## config.mk

```make
export PLATFORM = sky130hd
export DESIGN_NAME = pmg_multicast_router
export DESIGN_NICKNAME = d
export VERILOG_FILES = /design/src/logic/pmg_multicast_router.v
export VERILOG_INCLUDE_DIRS = /design/src /design/src/pkg
export SDC_FILE = /design/constraint.sdc
export NUM_CORES = 1
export LEC_CHECK = 0
export CORE_AREA = 2 2 184 186
export CTS_CLUSTER_SIZE = 28
export DETAILED_ROUTE_END_ITERATION = 10
export DIE_AREA = 0 0 186 188
export DONT_BUFFER_PORTS = 1
export GPL_TIMING_DRIVEN = 0
export HOLD_SLACK_MARGIN = 0.06
export PLACE_DENSITY = 0.65
export SYNTH_ARGS = -nofsm -noshare
export SYNTH_HDL_FRONTEND = slang
export SYNTH_SLANG_ARGS = --single-unit
```

## constraint.sdc

```tcl
create_clock -name sys_clk -period 8.72 [get_ports sys_clk]
set_clock_uncertainty 0.05 [all_clocks]
set_input_delay 1.744 -clock sys_clk [delete_from_list [all_inputs] [get_ports sys_clk]]
set_output_delay 1.744 -clock sys_clk [all_outputs]
set_load 0.005 [all_outputs]
```

## src/pkg/pmg_consts.vh

```
// register indices, field layout and reset values of the multicast routing block
`ifndef PMG_CONSTS_VH
`define PMG_CONSTS_VH

// register indices; byte address is four times the index
`define PMG_IDX_CAP 10'h334
`define PMG_IDX_CTL 10'h336
`define PMG_IDX_BASE_LO 10'h338
`define PMG_IDX_BASE_HI 10'h33C
`define PMG_IDX_RCV_LO 10'h340
`define PMG_IDX_RCV_HI 10'h344
`define PMG_IDX_CFG_LOCK 10'h360

// field positions
`define PMG_FLD6_MSB 5
`define PMG_FLAG_BIT 15
`define PMG_BASE_LSB 12
`define PMG_GRP_BITS 6
`define PMG_GRP_SPAN 7'h06
`define PMG_WORD_MSB 31

// reset values
`define PMG_RST_MAXGRP 6'h1F
`define PMG_RST_ECRC 1'h1
`define PMG_RST_WORD 32'h0000_0000
`define PMG_RST_FLD6 6'h00
`define PMG_RST_BASE_LO 20'h0_0000

// axi responses
`define PMG_RESP_OKAY 2'h0
`define PMG_RESP_SLVERR 2'h2

`endif

```

## src/logic/pmg_multicast_router.v

```verilog
// multicast group configuration registers and egress decision for one switch port
//
// Contract
// RL1 - supported groups reported as max-group field plus one, default 0x1F
// RL2 - at most 64 groups, six-bit group number
// RL3 - max-group write-locked; writable until configuration lock, e.g. to 0x3F
// RL4 - ecrc regeneration bit 15 resets to one, write-locked
// RL5 - enabled groups equal enabled-group-count plus one; bits 5:0, reset zero
// RL6 - software keeps enabled-group-count not above max-group
// RL7 - control bit 15 enables multicast; resets to zero
// RL8 - index position bits 5:0 give group number lsb in tlp address
// RL9 - software keeps index position at least 12 while enabled
// RL10 - base low holds address bits 31:12; bits 11:6 read zero
// RL11 - base high holds address bits 63:32, reset zero
// RL12 - software keeps base bits zero over group bits and below index
// RL13 - low receive mask bit n selects group n, groups 0 to 31
// RL14 - set mask bit of enabled group forwards tlp unless received here
// RL15 - mask bits above enabled-group-count are ignored
// RL16 - high receive mask covers groups 32 to 63, same forwarding
// RL17 - memory tlp in base window is multicast; group from six bits at index
//
// The AXI4-Lite register port was chosen for this implementation.
`timescale 1ns/1ps
`include "pmg_consts.vh"

module pmg_multicast_router (
    // clock and reset
    input wire sys_clk,
    input wire rstn,
    // axi4-lite write address
    input wire [11:0] s_axi_awaddr,
    input wire s_axi_awvalid,
    output reg s_axi_awready,
    // axi4-lite write data
    input wire [31:0] s_axi_wdata,
    input wire [3:0] s_axi_wstrb,
    input wire s_axi_wvalid,
    output reg s_axi_wready,
    // axi4-lite write response
    output reg [1:0] s_axi_bresp,
    output reg s_axi_bvalid,
    input wire s_axi_bready,
    // axi4-lite read address
    input wire [11:0] s_axi_araddr,
    input wire s_axi_arvalid,
    output reg s_axi_arready,
    // axi4-lite read data
    output reg [31:0] s_axi_rdata,
    output reg [1:0] s_axi_rresp,
    output reg s_axi_rvalid,
    input wire s_axi_rready,
    // tlp offered on the partition virtual bus
    input wire tlpValid,
    input wire [63:0] tlpAddr,
    input wire tlpIsMem,
    input wire tlpFromThisPort,
    // egress decision, one cycle later
    output reg fwdValid,
    output reg fwdMulticast,
    output reg fwdForward,
    output reg [5:0] fwdGroup
);

// ------------------------------------------------------------
// reset release
// ------------------------------------------------------------
reg rstSync1;
reg rstSync2;
wire rstnInt;

// async assert, release after two edges
// every flop below sees a release aligned to sys_clk, never mid-cycle
always @(posedge sys_clk or negedge rstn) begin
    if (!rstn) begin
        rstSync1 <= 1'b0;
        rstSync2 <= 1'b0;
    end else begin
        rstSync1 <= 1'b1;
        rstSync2 <= rstSync1;
    end
end
assign rstnInt = rstSync2;

// ------------------------------------------------------------
// configuration state
// ------------------------------------------------------------
reg [5:0] max_group_field;
reg ecrc_regen_capable;
reg [5:0] enabled_group_count;
reg multicast_global_enable;
reg [5:0] group_index_position;
reg [`PMG_WORD_MSB:`PMG_BASE_LSB] mc_base_low;
reg [31:0] mc_base_high;
// receive masks in two words; group bit 5 picks the word
reg [31:0] rcvLow;
reg [31:0] rcvHigh;
// lock stands for the end of initial configuration; only reset reopens it
reg cfgLocked;

// write channel holding state
// address and data may arrive in either order; each waits here for the other
reg awHeld;
reg wHeld;
reg [9:0] wrIdx;
reg [31:0] wrData;
reg [3:0] wrStrb;

// byte-lane merge of a write into an old word
// lanes with a low strobe keep their old bytes
function [31:0] laneMerge;
    input [31:0] old;
    input [31:0] data;
    input [3:0] strb;
    integer i;
    begin
        laneMerge = old;
        for (i = 0; i < 4; i = i + 1) begin
            if (strb[i]) begin
                laneMerge[i*8 +: 8] = data[i*8 +: 8];
            end
        end
    end
endfunction

// ------------------------------------------------------------
// register read view
// ------------------------------------------------------------
reg [31:0] rdWord;
reg rdHit;

// reserved bits and unused upper halves read zero
// unmapped reads answer zero with an error response
always @* begin
    rdWord = `PMG_RST_WORD;
    rdHit = 1'b1;
    case (s_axi_araddr[11:2])
        `PMG_IDX_CAP: begin
            rdWord[`PMG_FLD6_MSB:0] = max_group_field; // RL1
            rdWord[`PMG_FLAG_BIT] = ecrc_regen_capable; // RL4
        end
        `PMG_IDX_CTL: begin
            rdWord[`PMG_FLD6_MSB:0] = enabled_group_count; // RL5
            rdWord[`PMG_FLAG_BIT] = multicast_global_enable; // RL7
        end
        `PMG_IDX_BASE_LO: begin
            rdWord[`PMG_FLD6_MSB:0] = group_index_position; // RL8
            rdWord[`PMG_WORD_MSB:`PMG_BASE_LSB] = mc_base_low; // RL10
        end
        `PMG_IDX_BASE_HI: rdWord = mc_base_high; // RL11
        `PMG_IDX_RCV_LO: rdWord = rcvLow; // RL13
        `PMG_IDX_RCV_HI: rdWord = rcvHigh; // RL16
        `PMG_IDX_CFG_LOCK: rdWord[0] = cfgLocked;
        default: rdHit = 1'b0;
    endcase
end

// ------------------------------------------------------------
// register images
// ------------------------------------------------------------
reg [31:0] capImage;
reg [31:0] ctlImage;
reg [31:0] baseLoImage;

// full-word images of the packed registers feed the lane merge; unused bits stay zero
always @* begin
    capImage = `PMG_RST_WORD;
    capImage[`PMG_FLD6_MSB:0] = max_group_field;
    capImage[`PMG_FLAG_BIT] = ecrc_regen_capable;
    ctlImage = `PMG_RST_WORD;
    ctlImage[`PMG_FLD6_MSB:0] = enabled_group_count;
    ctlImage[`PMG_FLAG_BIT] = multicast_global_enable;
    baseLoImage = `PMG_RST_WORD;
    baseLoImage[`PMG_FLD6_MSB:0] = group_index_position;
    baseLoImage[`PMG_WORD_MSB:`PMG_BASE_LSB] = mc_base_low;
end

// ------------------------------------------------------------
// axi4-lite write path
// ------------------------------------------------------------
wire wrGo;
reg [31:0] wrMerged;
reg wrHit;

// a waiting response holds off the next write, so responses stay in order
assign wrGo = awHeld && wHeld && !s_axi_bvalid;

// merged word per target, so partial strobes keep untouched lanes
always @* begin
    wrHit = 1'b1;
    case (wrIdx)
        `PMG_IDX_CAP: wrMerged = laneMerge(capImage, wrData, wrStrb);
        `PMG_IDX_CTL: wrMerged = laneMerge(ctlImage, wrData, wrStrb);
        `PMG_IDX_BASE_LO: wrMerged = laneMerge(baseLoImage, wrData, wrStrb);
        `PMG_IDX_BASE_HI: wrMerged = laneMerge(mc_base_high, wrData, wrStrb);
        `PMG_IDX_RCV_LO: wrMerged = laneMerge(rcvLow, wrData, wrStrb);
        `PMG_IDX_RCV_HI: wrMerged = laneMerge(rcvHigh, wrData, wrStrb);
        `PMG_IDX_CFG_LOCK: wrMerged = laneMerge(`PMG_RST_WORD, wrData, wrStrb);
        default: begin
            wrMerged = `PMG_RST_WORD;
            wrHit = 1'b0;
        end
    endcase
end

// address and data are taken in either order, one write at a time
always @(posedge sys_clk or negedge rstnInt) begin
    if (!rstnInt) begin
        s_axi_awready <= 1'b0;
        s_axi_wready <= 1'b0;
        s_axi_bvalid <= 1'b0;
        s_axi_bresp <= `PMG_RESP_OKAY;
        awHeld <= 1'b0;
        wHeld <= 1'b0;
        wrIdx <= 10'h000;
        wrData <= `PMG_RST_WORD;
        wrStrb <= 4'h0;
        max_group_field <= `PMG_RST_MAXGRP; // RL1
        ecrc_regen_capable <= `PMG_RST_ECRC; // RL4
        enabled_group_count <= `PMG_RST_FLD6; // RL5
        multicast_global_enable <= 1'b0; // RL7
        group_index_position <= `PMG_RST_FLD6;
        mc_base_low <= `PMG_RST_BASE_LO;
        mc_base_high <= `PMG_RST_WORD; // RL11
        rcvLow <= `PMG_RST_WORD;
        rcvHigh <= `PMG_RST_WORD;
        cfgLocked <= 1'b0;
    end else begin
        // ready only while the slot is free and no response waits
        s_axi_awready <= !awHeld && !s_axi_bvalid && !(s_axi_awvalid && s_axi_awready);
        s_axi_wready <= !wHeld && !s_axi_bvalid && !(s_axi_wvalid && s_axi_wready);
        if (s_axi_awvalid && s_axi_awready) begin
            awHeld <= 1'b1;
            wrIdx <= s_axi_awaddr[11:2];
        end
        if (s_axi_wvalid && s_axi_wready) begin
            wHeld <= 1'b1;
            wrData <= s_axi_wdata;
            wrStrb <= s_axi_wstrb;
        end
        if (wrGo) begin
            awHeld <= 1'b0;
            wHeld <= 1'b0;
            s_axi_bvalid <= 1'b1;
            s_axi_bresp <= wrHit ? `PMG_RESP_OKAY : `PMG_RESP_SLVERR;
            case (wrIdx)
                `PMG_IDX_CAP: begin
                    // locked fields only move during initial configuration
                    if (!cfgLocked) begin
                        max_group_field <= wrMerged[`PMG_FLD6_MSB:0]; // RL3
                        ecrc_regen_capable <= wrMerged[`PMG_FLAG_BIT]; // RL4
                    end
                end
                `PMG_IDX_CTL: begin
                    enabled_group_count <= wrMerged[`PMG_FLD6_MSB:0]; // RL5
                    multicast_global_enable <= wrMerged[`PMG_FLAG_BIT]; // RL7
                end
                `PMG_IDX_BASE_LO: begin
                    group_index_position <= wrMerged[`PMG_FLD6_MSB:0]; // RL8
                    mc_base_low <= wrMerged[`PMG_WORD_MSB:`PMG_BASE_LSB]; // RL10
                end
                `PMG_IDX_BASE_HI: mc_base_high <= wrMerged; // RL11
                `PMG_IDX_RCV_LO: rcvLow <= wrMerged; // RL13
                `PMG_IDX_RCV_HI: rcvHigh <= wrMerged; // RL16
                // set-only: once closed, only reset reopens it
                `PMG_IDX_CFG_LOCK: cfgLocked <= cfgLocked | wrMerged[0]; // RL3
                default: cfgLocked <= cfgLocked;
            endcase
        end
        // response leaves on the edge that sees bready
        if (s_axi_bvalid && s_axi_bready) begin
            s_axi_bvalid <= 1'b0;
        end
    end
end

// ------------------------------------------------------------
// axi4-lite read path
// ------------------------------------------------------------
// answer one cycle after the address is taken
// rdata is captured at the handshake, so araddr may change right after
// arready stays low while an answer waits: one read at a time
always @(posedge sys_clk or negedge rstnInt) begin
    if (!rstnInt) begin
        s_axi_arready <= 1'b0;
        s_axi_rvalid <= 1'b0;
        s_axi_rdata <= `PMG_RST_WORD;
        s_axi_rresp <= `PMG_RESP_OKAY;
    end else begin
        if (s_axi_arvalid && s_axi_arready) begin
            s_axi_arready <= 1'b0;
            s_axi_rvalid <= 1'b1;
            s_axi_rdata <= rdWord;
            s_axi_rresp <= rdHit ? `PMG_RESP_OKAY : `PMG_RESP_SLVERR;
        end else if (s_axi_rvalid && s_axi_rready) begin
            s_axi_rvalid <= 1'b0;
            s_axi_arready <= 1'b1;
        end else if (!s_axi_rvalid) begin
            s_axi_arready <= 1'b1;
        end
    end
end

// ------------------------------------------------------------
// egress decision
// ------------------------------------------------------------
wire [6:0] topBit;
wire [63:0] winMask;
wire [63:0] baseAddr;
wire [63:0] addrShift;
wire inWindow;
wire [5:0] grp;
wire groupOn;
wire maskBit;
wire fwdNow;

// window spans the group field and everything below it; wide shifts leave an empty mask
// limitation: an index above 57 puts the top of the group field at bit 63 or beyond; the mask
// then empties and every memory address counts as inside the window
// topBit is seven bits so index plus group width never wraps
assign topBit = {1'b0, group_index_position} + `PMG_GRP_SPAN; // RL17
assign winMask = ~((64'h0000_0000_0000_0001 << topBit) - 64'h0000_0000_0000_0001);
assign baseAddr = {mc_base_high, mc_base_low, 12'h000};
assign inWindow = tlpIsMem && ((tlpAddr & winMask) == (baseAddr & winMask)); // RL17
assign addrShift = tlpAddr >> group_index_position; // RL8
assign grp = addrShift[`PMG_GRP_BITS-1:0]; // RL2
assign groupOn = (grp <= enabled_group_count); // RL15
assign maskBit = grp[5] ? rcvHigh[grp[4:0]] : rcvLow[grp[4:0]]; // RL13 RL16
// own-port test sits only here, so fwdMulticast still reports window hits
assign fwdNow = multicast_global_enable && inWindow && groupOn && maskBit &&
    !tlpFromThisPort; // RL14

// registered so every output leaves a flip-flop
// fwdGroup loads every cycle and only means something beside fwdValid
always @(posedge sys_clk or negedge rstnInt) begin
    if (!rstnInt) begin
        fwdValid <= 1'b0;
        fwdMulticast <= 1'b0;
        fwdForward <= 1'b0;
        fwdGroup <= 6'h00;
    end else begin
        fwdValid <= tlpValid;
        fwdMulticast <= tlpValid && multicast_global_enable && inWindow; // RL7
        fwdForward <= tlpValid && fwdNow; // RL14
        fwdGroup <= grp;
    end
end

endmodule

```

==> impl_metrics.py <==
metrics = {
    "clocking": {
        "postCtsResizedCells": 0,
        "root_buffer": "clkbuf_16",
        "clk_latency_ps": 560,
        "cts_sinks": 235,
        "cts_buffers": 26,
        "cts_setup_buffers": 0,
        "cts_tree": "yes",
        "htree_levels": 1,
        "clk_pin_slew_ps": 60,
        "hold_buffers": 0,
        "clockBufferDepth": 3,
    },
    "logic_synthesis": {
        "yosys.area.top_type": "dfrtp_1",
        "yosysMostFrequentCell": "nand2_1",
        "syn_inst": 1793,
        "synth_area_um2": 16200,
        "yosysWarnings": 0,
        "synth-edff-count": 0,
        "ys.flop_type": "dfrtp_1",
        "synthArstFlopShare": 1.00,
        "synth.distinct_cells": 103,
        "synth-seq-area-share": 0.363,
        "ys_seq_elements": 235,
        "synth_top_area_frac": 0.354,
        "syn_avg_cell_area_um2": 9.04,
        "synthTopCellsByArea": "dfrtp_1 35%, nand2_1 7.3%, o21ai_0 6.7%",
        "synth_commonest_cells": "317 x nand2_1, 229 x dfrtp_1, 217 x o21ai_0",
    },
    "timing": {
        "tightest_slew_ps": 1400,
        "fin_crit_sh": 0.781,
        "fin_hold_ws_ps": 304,
        "setup_violations": 0,
        "slew_viol_final": 0,
        "grt_setup_unrepaired": "no",
        "finalHoldViolCount": 0,
        "finalWorstSetupSlack_ps": 1910,
        "fmax_ghz": 0.147,
        "final.min_clock_period_ps": 6810,
        "slew_headroom": 0.0606,
    },
    "detailed_routing": {
        "via_per_inst": 7.05,
        "drcViolationCount": 0,
        "wl_mm": 75.8,
        "first_pass_iters": 8,
        "avgRoutedWirePerCell_um": 33.0,
        "via_count": 16200,
        "first_iter_violations": 2323,
        "drtAntennaViolNets": 0,
    },
    "setup_path": {
        "crit_path_max_incr_delay_ps": 680,
        "slowest_stage": "buf_1",
        "path_cells": "buf_2 > buf_4 > inv_2 > buf_1 > ha_1 > clkbuf_1 > nand2_2 > nor2_1 > nand2_1 > ha_1 > a21oi_1 > o211ai_1 > a2111oi_0 > nand4_1 > a2111oi_0 > nand4_1 > and4bb_2 > nand4_1 > a221oi_2",
        "cp-end-kind": "register",
        "cpLargestDelayFamily": "simple AND/OR/NAND/NOR gates",
        "path_buf_inv": 5,
        "path_class": "register to register",
        "cp.arrival_ps": 7170,
        "cp-start-kind": "register",
        "crit_top_cell": "nand4_1",
        "cp.required_ps": 9090,
        "crit_path_max_fanout": 10,
    },
    "floorplan": {
        "num_io_pins": 184,
        "num_rows": 67,
        "initial_core_util": 0.489,
        "dieArea_um2": 35000,
        "core_area_um2": 33100,
        "dieWidth_um": 186,
        "die_h_um": 188,
    },
    "power": {
        "switching_share": 0.289,
        "p_leak_nw": 6.79,
        "p_int_mw": 2.09,
        "p_clk_frac": 0.384,
        "switchingPower_uw": 850,
        "pwr-share-seq": 0.452,
        "power.density_nw_per_um2": 166,
        "irDropWorstVdd_uv": 211,
        "comb_power_share": 0.163,
    },
    "finish": {
        "fin_util": 0.536,
        "seq_area_um2": 5890,
        "syn2layout_area_growth_pct": 9.55,
        "drive_gt1_frac": 0.132,
        "final_area_um2": 17700,
        "multiInputGateArea_um2": 9540,
        "nets": 1968,
        "n_fill_cell": 3131,
    },
    "place": {
        "place.gp.congestion": 1.03,
        "port_buffers": 0,
        "dpl.hpwl_mm": 58.2,
        "place_area_um2": 16900,
        "dp_slack_ps": 2340,
    },
    "outcome": {
        "status": "finished clean",
    },
    "hold_path": {
        "min_path_type": "register to register",
    },
    "global_route": {
        "grt_pass1_vias": 15800,
        "grt_max_degree": 66,
        "grt_usage": 0.432,
        "grt_overflow": 0,
        "busiest_layer": "met2",
        "grtUsageMet2": 0.668,
        "grt_use_met3": 0.0987,
        "met1_usage": 0.552,
        "antenna_found_initial": 4,
        "grt_pass1_wl_mm": 109,
    },
    "job": {
        "cap_violations": 0,
    },
}
==> path summary, 6_finish.rpt <==
kind	from	end	slack, ps	cells past startpoint
max	group_index_position[2]	fwdForward	1910	19
min	rstSync1	rstSync2	300	0
max reg2reg	group_index_position[2]	fwdForward	1910	19
min reg2reg	rstSync1	rstSync2	300	0
max in group asynchronous	rstSync2	s_axi_rdata[2]	7180	2
min in group asynchronous	rstSync2	mc_base_low[20]	360	0
==> power groups by stage <==
stage | combinational, mW | clock (mW) | sequential, mW
finish | 0.480 | 1.13 | 1.33
global route | 0.520 | 1.18 | 1.34
CTS | 0.474 | 1.14 | 1.33
detailed placement | 0.471 | 0 | 1.35
global placement | 0.440 | 0 | 1.36
floorplan | 0.335 | 0 | 1.31
==> area by class of cell <==
class	instances	share of cell area
inverters	20	0.00423
plain buffers	142	0.0397
diodes	5	0.000705
multi-input cells	1397	0.538
clock inverters	8	0.00578
well taps	448	0.0316
flip-flops and latches	235	0.332
repair buffers	4	0.00493
clock buffers	39	0.0434
==> cells by family after synthesis <==
group / Yosys count / synth area share
xor+xnor: 61 / 0.0330
fa+ha+maj: 8 / 0.00618
simple gates: 554 / 0.159
flops: 235 / 0.363
compound gates: 584 / 0.237
buf+inv: 162 / 0.0481
other cells: 2 / 0.000464
mux: 187 / 0.153
==> flip-flops by register name, summed over array words and instances (netlist names), 4 cells and up <==
name and cells:
fwdGroup 6, max_group_field 6, mc_base_high 32, rcvLow 32
enabled_group_count 6, wrData 32, wrStrb 4, wrIdx 10
s_axi_rdata 32, mc_base_low 20, group_index_position 6, rcvHigh 32
==> routing by layer <==
| metal | vias up | wire length [um] |
|---|---|---|
| met5 | - | 0 |
| met3 | 274 | 8370 |
| met1 | 7978 | 28100 |
| met4 | 0 | 5440 |
| li1 | 6779 | - |
| met2 | 1160 | 33900 |
==> metrics by stage <==
| stage | total power, mW | setup TNS (ps) | instances |
|---|---|---|---|
| final | 2.94 | 0 | 2298 |
| after detailed placement | 1.82 | 0 | 2246 |
| after CTS | 2.94 | 0 | 2293 |
| after global placement | 1.80 | -204730 | 2242 |
| after floorplan | 1.64 | 0 | 1794 |
| after global routing | 3.04 | 0 | 2293 |
==> cell usage in the layout (no fill, tap or decap), drive strengths merged, types with 6 or more instances in the layout <==
cell type  instances
dfrtp            229
a21oi             68
nand2b            21
a22oi             49
a211oi            12
o221ai             6
mux4              40
xor2              26
nor2              59
a21o              15
o22ai             13
nand2            318
ha                 8
xnor2             35
nor4              13
dfstp              6
nand3             33
clkbuf           122
a31oi             48
a222oi            17
nand4              8
a2bb2oi            6
mux2i             74
nor3              22
a2111oi            6
or3                7
and2              12
o21a              11
buf               63
a311oi             6
and3              10
o211ai            17
a22o              13
a221oi            30
o21ai            225
inv               20
o32ai              6
mux2              73
nor2b             18
(Power assumes the default switching activity.)
